--- src/design/load_adaptive_pkg.sv ---
package load_adaptive_pkg;
  // ---------------------------------------------------------------
  // register selection, bits 19..17 of a 20-bit word
  // ---------------------------------------------------------------
  localparam int unsigned WORD_W = 20;
  localparam logic [2:0] SEL_CHOPPER = 3'h4;
  localparam logic [2:0] SEL_ADAPTIVE = 3'h5;
  localparam logic [2:0] SEL_LOAD_CS = 3'h6;
  localparam int unsigned SEL_MSB = 19;
  localparam int unsigned SEL_LSB = 17;

  // ---------------------------------------------------------------
  // field positions
  // ---------------------------------------------------------------
  localparam int unsigned OFF_TIME_LSB = 0;
  localparam int unsigned BLANK_LSB = 15;
  localparam int unsigned MIN_LSB = 0;
  localparam int unsigned INC_LSB = 5;
  localparam int unsigned MAX_LSB = 8;
  localparam int unsigned DEC_LSB = 13;
  localparam int unsigned IMIN_BIT = 15;
  localparam int unsigned CS_LSB = 0;
  localparam int unsigned THR_LSB = 8;
  localparam int unsigned FILT_BIT = 16;

  // ---------------------------------------------------------------
  // timing and scaling
  // ---------------------------------------------------------------
  localparam int unsigned OFF_BASE = 24;
  localparam int unsigned OFF_STEP = 32;
  localparam int unsigned THR_STEP = 32;
  localparam int unsigned CS_DIV = 32;
  localparam int unsigned FILT_STEPS = 4;
  localparam int unsigned DEC_CNT_SLOW = 32;
  localparam int unsigned DEC_CNT_MID = 8;
  localparam int unsigned DEC_CNT_FAST = 2;
  localparam int unsigned DEC_CNT_EVERY = 1;

  // ---------------------------------------------------------------
  // reset values
  // ---------------------------------------------------------------
  localparam logic [3:0] RST_OFF_TIME = 4'h0;
  localparam logic [4:0] RST_CS = 5'h1f;

  typedef struct packed {
    logic [1:0] blank_time;
    logic [3:0] off_time;
  } chopper_cfg_t;

  typedef struct packed {
    logic minimum_current_select;
    logic [1:0] decrement_rate;
    logic [3:0] upper_threshold_offset;
    logic [1:0] increment_size;
    logic [3:0] lower_load_threshold;
  } adaptive_cfg_t;

  typedef struct packed {
    logic load_filter_enable;
    logic signed [6:0] load_threshold;
    logic [4:0] current_scale;
  } load_cs_cfg_t;
endpackage : load_adaptive_pkg

--- src/design/off_time_timer.sv ---
`timescale 1ns/1ps
module off_time_timer
  import load_adaptive_pkg::*;
(
  // clock and reset
  input wire logic clk_sys,
  input wire logic rst_n,
  // control
  input wire logic [3:0] off_time,
  input wire logic start,
  // status
  output logic bridges_enable,
  output logic slow_decay
);
  logic [9:0] count;
  wire [9:0] load_value = 10'(OFF_BASE) + 10'(OFF_STEP) * {6'h0, off_time};
  wire disabled = (off_time == RST_OFF_TIME);

  // ---------------------------------------------------------------
  // slow decay counter
  // ---------------------------------------------------------------
  always_ff @(posedge clk_sys or negedge rst_n) begin
    if (!rst_n) begin
      count <= 10'h0;
    end else if (disabled) begin
      count <= 10'h0;
    end else if (start && count == 10'h0) begin
      count <= load_value;
    end else if (count != 10'h0) begin
      count <= count - 10'h1;
    end
  end

  always_ff @(posedge clk_sys or negedge rst_n) begin
    if (!rst_n) begin
      bridges_enable <= 1'b0;
    end else begin
      bridges_enable <= !disabled;
    end
  end

  assign slow_decay = (count != 10'h0);
endmodule : off_time_timer

--- src/design/load_adaptive_current_config.sv ---
`timescale 1ns/1ps
// Notes on behaviour
// - off-time zero turns all bridges off
// - slow decay lasts 24 plus 32 times field
// - lower threshold zero disables current regulation
// - load below lower times 32 raises current
// - raise steps 1, 2, 4 or 8
// - upper threshold is (lower+offset+1) times 32
// - lower by one after 32, 8, 2, 1
// - floor is half or quarter of scale
// - filter clear passes every load sample
// - filter set samples once per four steps
// - load threshold is signed seven bits
// - lower threshold flags stall with less torque
// - coil currents scaled by (adaptive factor+1)/32
module load_adaptive_current_config
  import load_adaptive_pkg::*;
(
  // clock and reset
  input wire logic clk_sys,
  input wire logic rst_n,
  // serial host words, already assembled
  input wire logic [19:0] write_word,
  input wire logic write_valid,
  // load measurement side
  input wire logic [9:0] load_measurement,
  input wire logic load_sample,
  input wire logic full_step,
  input wire logic signed [9:0] stall_level,
  // chopper side
  input wire logic chop_start,
  // coil currents
  input wire logic [7:0] coil_a_in,
  input wire logic [7:0] coil_b_in,
  // outputs
  output logic [7:0] coil_a_out,
  output logic [7:0] coil_b_out,
  output logic [4:0] current_factor,
  output logic stall_indicator_output,
  output logic bridges_enable,
  output logic slow_decay,
  output logic [1:0] blank_time
);
  chopper_cfg_t chop;
  adaptive_cfg_t adapt;
  load_cs_cfg_t lcs;
  logic [9:0] load_held;
  logic [1:0] step_count;
  logic load_update;
  logic [5:0] dec_count;
  logic [4:0] factor;

  // ---------------------------------------------------------------
  // register write decode
  // ---------------------------------------------------------------
  // unknown selectors fall through and change nothing
  wire [2:0] sel = write_word[SEL_MSB:SEL_LSB];
  wire wr_chop = write_valid && sel == SEL_CHOPPER;
  wire wr_adapt = write_valid && sel == SEL_ADAPTIVE;
  wire wr_lcs = write_valid && sel == SEL_LOAD_CS;

  always_ff @(posedge clk_sys or negedge rst_n) begin
    if (!rst_n) begin
      chop <= '0;
      adapt <= '0;
      lcs <= '{1'b0, 7'sh00, RST_CS};
    end else begin
      if (wr_chop) begin
        chop.off_time <= write_word[OFF_TIME_LSB+:4];
        chop.blank_time <= write_word[BLANK_LSB+:2];
      end
      if (wr_adapt) begin
        adapt.lower_load_threshold <= write_word[MIN_LSB+:4];
        adapt.increment_size <= write_word[INC_LSB+:2];
        adapt.upper_threshold_offset <= write_word[MAX_LSB+:4];
        adapt.decrement_rate <= write_word[DEC_LSB+:2];
        adapt.minimum_current_select <= write_word[IMIN_BIT];
      end
      if (wr_lcs) begin
        lcs.current_scale <= write_word[CS_LSB+:5];
        lcs.load_threshold <= write_word[THR_LSB+:7];
        lcs.load_filter_enable <= write_word[FILT_BIT];
      end
    end
  end

  // ---------------------------------------------------------------
  // load filter
  // ---------------------------------------------------------------
  // filtered mode holds the sample, so regulation reacts slower
  always_ff @(posedge clk_sys or negedge rst_n) begin
    if (!rst_n) begin
      step_count <= 2'h0;
      load_held <= 10'h0;
      load_update <= 1'b0;
    end else begin
      load_update <= 1'b0;
      if (full_step) begin
        step_count <= step_count + 2'h1;
      end
      if (!lcs.load_filter_enable && load_sample) begin
        load_held <= load_measurement;
        load_update <= 1'b1;
      end else if (lcs.load_filter_enable && full_step &&
                   step_count == 2'(FILT_STEPS - 1)) begin
        load_held <= load_measurement;
        load_update <= 1'b1;
      end
    end
  end

  // ---------------------------------------------------------------
  // stall indication
  // ---------------------------------------------------------------
  wire signed [9:0] thr_ext = 10'(lcs.load_threshold);
  wire signed [10:0] stall_cmp = 11'(stall_level) - 11'(thr_ext);
  // level counts up with torque, so a smaller threshold trips sooner
  assign stall_indicator_output = !stall_cmp[10];

  // ---------------------------------------------------------------
  // decrement sample counts
  // ---------------------------------------------------------------
  // counter compares against the count minus one
  function automatic logic [5:0] dec_limit(input logic [1:0] code);
    unique case (code)
      2'h0: dec_limit = 6'(DEC_CNT_SLOW - 1);
      2'h1: dec_limit = 6'(DEC_CNT_MID - 1);
      2'h2: dec_limit = 6'(DEC_CNT_FAST - 1);
      2'h3: dec_limit = 6'(DEC_CNT_EVERY - 1);
    endcase
  endfunction : dec_limit

  // ---------------------------------------------------------------
  // regulator thresholds and limits
  // ---------------------------------------------------------------
  wire regulate = adapt.lower_load_threshold != 4'h0;
  wire [9:0] lower_thr = 10'(THR_STEP) *
    {6'h0, adapt.lower_load_threshold};
  wire [10:0] upper_thr = 11'(THR_STEP) *
    (11'(adapt.lower_load_threshold) +
     11'(adapt.upper_threshold_offset) + 11'h1);
  wire below = load_held < lower_thr;
  wire at_above = {1'b0, load_held} >= upper_thr;
  wire [3:0] inc_steps = 4'h1 << adapt.increment_size;
  wire [5:0] dec_need = dec_limit(adapt.decrement_rate);
  wire [4:0] floor_val = adapt.minimum_current_select ?
    (lcs.current_scale >> 2) : (lcs.current_scale >> 1);
  wire [5:0] raised = 6'(factor) + 6'(inc_steps);
  wire [4:0] next_up = (raised > 6'(lcs.current_scale)) ?
    lcs.current_scale : raised[4:0];
  wire [4:0] next_down = (factor > floor_val) ?
    factor - 5'h1 : floor_val;

  // ---------------------------------------------------------------
  // adaptive current factor
  // ---------------------------------------------------------------
  // ceiling check first, so a lowered scale pulls the factor down
  // decrement count restarts on each raise, trading speed for calm
  always_ff @(posedge clk_sys or negedge rst_n) begin
    if (!rst_n) begin
      factor <= RST_CS;
      dec_count <= 6'h0;
    end else if (!regulate) begin
      factor <= lcs.current_scale;
      dec_count <= 6'h0;
    end else if (factor > lcs.current_scale) begin
      factor <= lcs.current_scale;
    end else if (load_update && below) begin
      factor <= next_up;
      dec_count <= 6'h0;
    end else if (load_update && at_above) begin
      if (dec_count >= dec_need) begin
        factor <= next_down;
        dec_count <= 6'h0;
      end else begin
        dec_count <= dec_count + 6'h1;
      end
    end
  end
  assign current_factor = factor;

  // ---------------------------------------------------------------
  // coil current scaling
  // ---------------------------------------------------------------
  // product keeps bits 12:5, so factor 31 passes a coil value whole
  function automatic logic [7:0] scale_coil(input logic [7:0] v,
                                            input logic [4:0] f);
    logic [13:0] p;
    p = 14'(v) * (14'(f) + 14'h1);
    scale_coil = p[12:5];
  endfunction : scale_coil

  always_ff @(posedge clk_sys or negedge rst_n) begin
    if (!rst_n) begin
      coil_a_out <= 8'h0;
      coil_b_out <= 8'h0;
    end else begin
      coil_a_out <= scale_coil(coil_a_in, factor);
      coil_b_out <= scale_coil(coil_b_in, factor);
    end
  end

  // ---------------------------------------------------------------
  // off-time and blanking
  // ---------------------------------------------------------------
  // host must pair off-time one with blanking of 24 or more
  assign blank_time = chop.blank_time;

  off_time_timer u_off (
    .clk_sys(clk_sys),
    .rst_n(rst_n),
    .off_time(chop.off_time),
    .start(chop_start),
    .bridges_enable(bridges_enable),
    .slow_decay(slow_decay)
  );
endmodule : load_adaptive_current_config

--- config.mk ---
export PLATFORM = sky130hd
export DESIGN_NAME = load_adaptive_current_config
export DESIGN_NICKNAME = d
export VERILOG_FILES = /design/src/design/load_adaptive_pkg.sv /design/src/design/off_time_timer.sv /design/src/design/load_adaptive_current_config.sv
export SDC_FILE = /design/constraint.sdc
export NUM_CORES = 1
export LEC_CHECK = 0
export ABC_AREA = 1
export ABC_CLOCK_PERIOD_IN_PS = 4420
export BUFFER_PORTS_ARGS = -buffer_cell sky130_fd_sc_hd__clkbuf_2
export CAP_MARGIN = 10
export CELL_PAD_IN_SITES_DETAIL_PLACEMENT = 2
export CELL_PAD_IN_SITES_GLOBAL_PLACEMENT = 2
export CORE_MARGIN = 10
export CORE_UTILIZATION = 32
export CTS_CLUSTER_SIZE = 28
export DETAILED_ROUTE_END_ITERATION = 10
export PLACE_DENSITY_LB_ADDON = 0.05
export SYNTH_ARGS = -nofsm -noshare
export SYNTH_HDL_FRONTEND = slang
export SYNTH_HIERARCHICAL = 1
export SYNTH_SLANG_ARGS = --single-unit
--- constraint.sdc ---
create_clock -name clk_sys -period 4.42 [get_ports clk_sys]
set_input_delay 0.221 -clock clk_sys [delete_from_list [all_inputs] [get_ports clk_sys]]
set_output_delay 0.221 -clock clk_sys [all_outputs]
set_load 0.005 [all_outputs]
==> impl_results.md <==
* ANT nets after route at 0
* Post-DR wirelength/cell at 15.91 µm
* Initial core utilization at 32.56%
* First-pass GRT wire length at 37980 µm
* Final hold violations at 0
* Chip Height at 174.8 µm
* Clock buffer count from CTS at 9
* Worst Max-Slew Pin Slew at 1032 ps
* Clk buf depth at 2
* Dominant synthesized flop cell: dfrtp_1
* CP endpoint kind: register
* CP Max Fanout at 7
* Port Buffers at 86
* Comb pwr share at 74.2%
* Sequential share of the synthesized area at 27.26%
* P_sw at 4159 µW
* Synth warnings at 6
* Fillers at 2763
* Mapped Nets at 1172
* Fraction of registers with async set/reset at 100.0%
* Die area at 30540 µm²
* Outcome: finished, final reports clean
* Area leader, netlist: dfrtp_1
* Sw frac at 50.31%
* Final Max Slew Viols at 0
* Peak VDD IR at 0.5425 mV
* CTS tree: yes
* Post-synth EDFFs at 0
* Setup violations, final at 0
* Clock latency on the worst-skew pair at 360 ps
* Dpl cells at 1387
* Drt first pass iters at 4
* Worst hold slack at 85.50 ps
* Most frequent cells after synthesis: inv_1, nand2_1, nor2_1
* Clock Skews at 8.599 ps
* Synth Cell Area at 7665 µm²
* Vias at 6707
* Pleak at 0.005004 µW
* H-tree level count at 3
* Final Cycle Share at 94.48%
* Diodes inserted at 0
* Crit path launch type: register
* I/O pin count at 88
* Clock Sinks at 83
* Fin cells at 1414
* F_max at 0.2395 GHz
* Clock transition at path regs at 70 ps
* Fin Setup TNS at 0 ps
* Hold Crit Class: in -> reg
* Max Cap Viol at 0
* Most frequent cell after synthesis: inv_1
* Max_slew headroom at 31.21%
* Row cnt at 56
* Area contributors post-synth: dfrtp_1, ha_1, fa_1, inv_1, nand2_1
* Final wirelength at 22500 µm
* Top cell type's share of synthesized area at 23.83%
* Reg power frac at 15.2%
* P&R area growth vs syn at 19.62%
* Clock root cell: clkbuf_16
* GRT Residual Overflow at 0
* Arrival time at the worst endpoint at 4430 ps
* Placement Cell Area at 8587 µm²
* Post-DP HPWL at 18520 µm
* Power per cell area at 901.7 nW/µm²
* Vias per inst at 4.743
* Nets at 1286
* Int Pwr at 4108 µW
* Vias in the first global route at 7495
* WP data required at 4680 ps
* Fin area at 9169 µm²
* GR Util All Layers at 15.05%
* Mean Syn Cell Area at 7.853 µm²
* Largest net degree at the start of global routing at 44
* Period minus WS final at 4176 ps
* Die Width at 174.8 µm
* Final GP Congestion at 0.7820
* Cell count after synthesis at 976
* Ratio of cells with drive above 1 in the final layout at 18.72%
* Initial antenna violation count at 0
* Netlist cell types at 45
* Core region area at 23540 µm²
* Seq cells post-synth at 83
* Clock power share at 10.6%
* Total power at 8267 µW
* WS Path Type: reg -> reg
* DRC at 0
* Iteration-0 DRC Markers at 194
==> per-stage QoR <==
stage	setup slack, ps	util (%)
2_1_floorplan	199.6	-
3_3_place_gp	80.76	36.47
3_5_place_dp	-7.680	36.47
4_1_cts	40.72	37.94
5_1_grt	-11.54	38.95
6_report	243.9	38.95
==> critical path, cell delays in order, from the launching register on <==
cell      delay, ps
dfstp_2         610
nand4_1         210
nor2_4          210
buf_6           150
nand2_1          80
fa_1            520
fa_1            530
fa_1            540
inv_1            40
ha_1            310
buf_4           150
nand2_1          80
nor2_2           60
a21oi_2         220
o21bai_2        100
nand3_1         100
nand2_1          60
nand2_1          60
nand2_1          40
==> placed cells by master (no fill, tap or decap), drive strengths merged <==
master and count:
a211oi 3, a21boi 2, a21o 1, a21oi 31
buf 32, bufinv 2, clkbuf 95, clkinv 1
clkinvlp 2, dfrtp 73, dfstp 10, dlygate4sd3 1
fa 48, ha 86, inv 206, mux2 10
nand2 198, nand3 63, nand3b 2, nand4 19
nor2 107, nor3 9, o211a 1, o211ai 1
o21a 1, o21ai 47, o21bai 3, o22ai 1
o31ai 2, or2 2, xnor2 11, xor2 25
==> routing by layer <==
layer / share of wire (%) / vias to the layer above / global-route usage (%) / wire (µm)
met3: 2.4 / 17 / 2.328 / 549
li1: - / 3264 / - / -
met5: 0 / - / 0 / 0
met1: 45 / 3356 / 18.34 / 10140
met2: 51 / 70 / 27.09 / 11490
met4: 1.4 / 0 / 3.638 / 311
==> logic make-up after synthesis <==
kind of cell	count (synthesis)	synth area share (%)
and+or+nand+nor	400	22.98
buffers and inverters	220	10.92
adders and majority gates	134	26.58
AOI/OAI and AO/OA	93	6.676
DFF	83	27.26
xor gates and xnor gates	36	4.114
muxes	10	1.469
==> power by group through the flow <==
| stage | registers [µW] | logic (µW) | clock network (µW) |
|---|---|---|---|
| after floorplan | 1250 | 4220 | 0 |
| after global placement | 1260 | 5650 | 0 |
| after detailed placement | 1270 | 5900 | 0 |
| after CTS | 1260 | 5950 | 896 |
| after global routing | 1300 | 7190 | 926 |
| final | 1260 | 6130 | 875 |
==> cell type report <==
type / instances / area [µm²] / share of cell area [%]
clock buffer: 10 / 239.0 / 2.606
clock inverter: 6 / 96.34 / 1.051
inverter: 205 / 775.7 / 8.461
multi-input combinational: 673 / 4886 / 53.29
sequential: 83 / 2090 / 22.79
tap: 319 / 399.1 / 4.353
timing repair buffer: 118 / 683.2 / 7.451
==> registers in the layout (all words and copies together), names as in the netlist, 2 cells and up <==
name	cells
dec_count	6
blank_time	2
chop	4
coil_a_out	8
load_held	10
current_factor	5
u_off/count	10
lcs	13
step_count	2
coil_b_out	8
adapt	13
==> final timing paths <==
| kind | start | end | slack (ps) | cells after the start |
|---|---|---|---|---|
| setup / recovery | current_factor[0]$_DFFE_PN1P_ | coil_b_out[6]$_DFF_PN0_ | 240 | 18 |
| hold / removal | full_step | step_count[0]$_DFFE_PN0P_ | 90 | 2 |
| setup reg to reg | current_factor[0]$_DFFE_PN1P_ | coil_b_out[6]$_DFF_PN0_ | 240 | 18 |
| hold reg to reg | blank_time[1]$_DFFE_PN0P_ | blank_time[1]$_DFFE_PN0P_ | 490 | 2 |
| max in group asynchronous | rst_n | coil_b_out[0]$_DFF_PN0_ | 3000 | 3 |
| min in group asynchronous | rst_n | lcs[7]$_DFFE_PN0P_ | 410 | 2 |
==> timing repair <==
| action | 4_1_cts | 5_1_grt |
|---|---|---|
| setup buffers | 0 | 10 |
| hold endpoints to repair | 37 | 0 |
| endpoints found under the setup margin | 1 | 9 |
| hold buffers | 1 | 0 |
| pin swaps | 0 | 6 |
| gates resized for setup | 1 | 39 |
(Power assumes the default switching activity.)
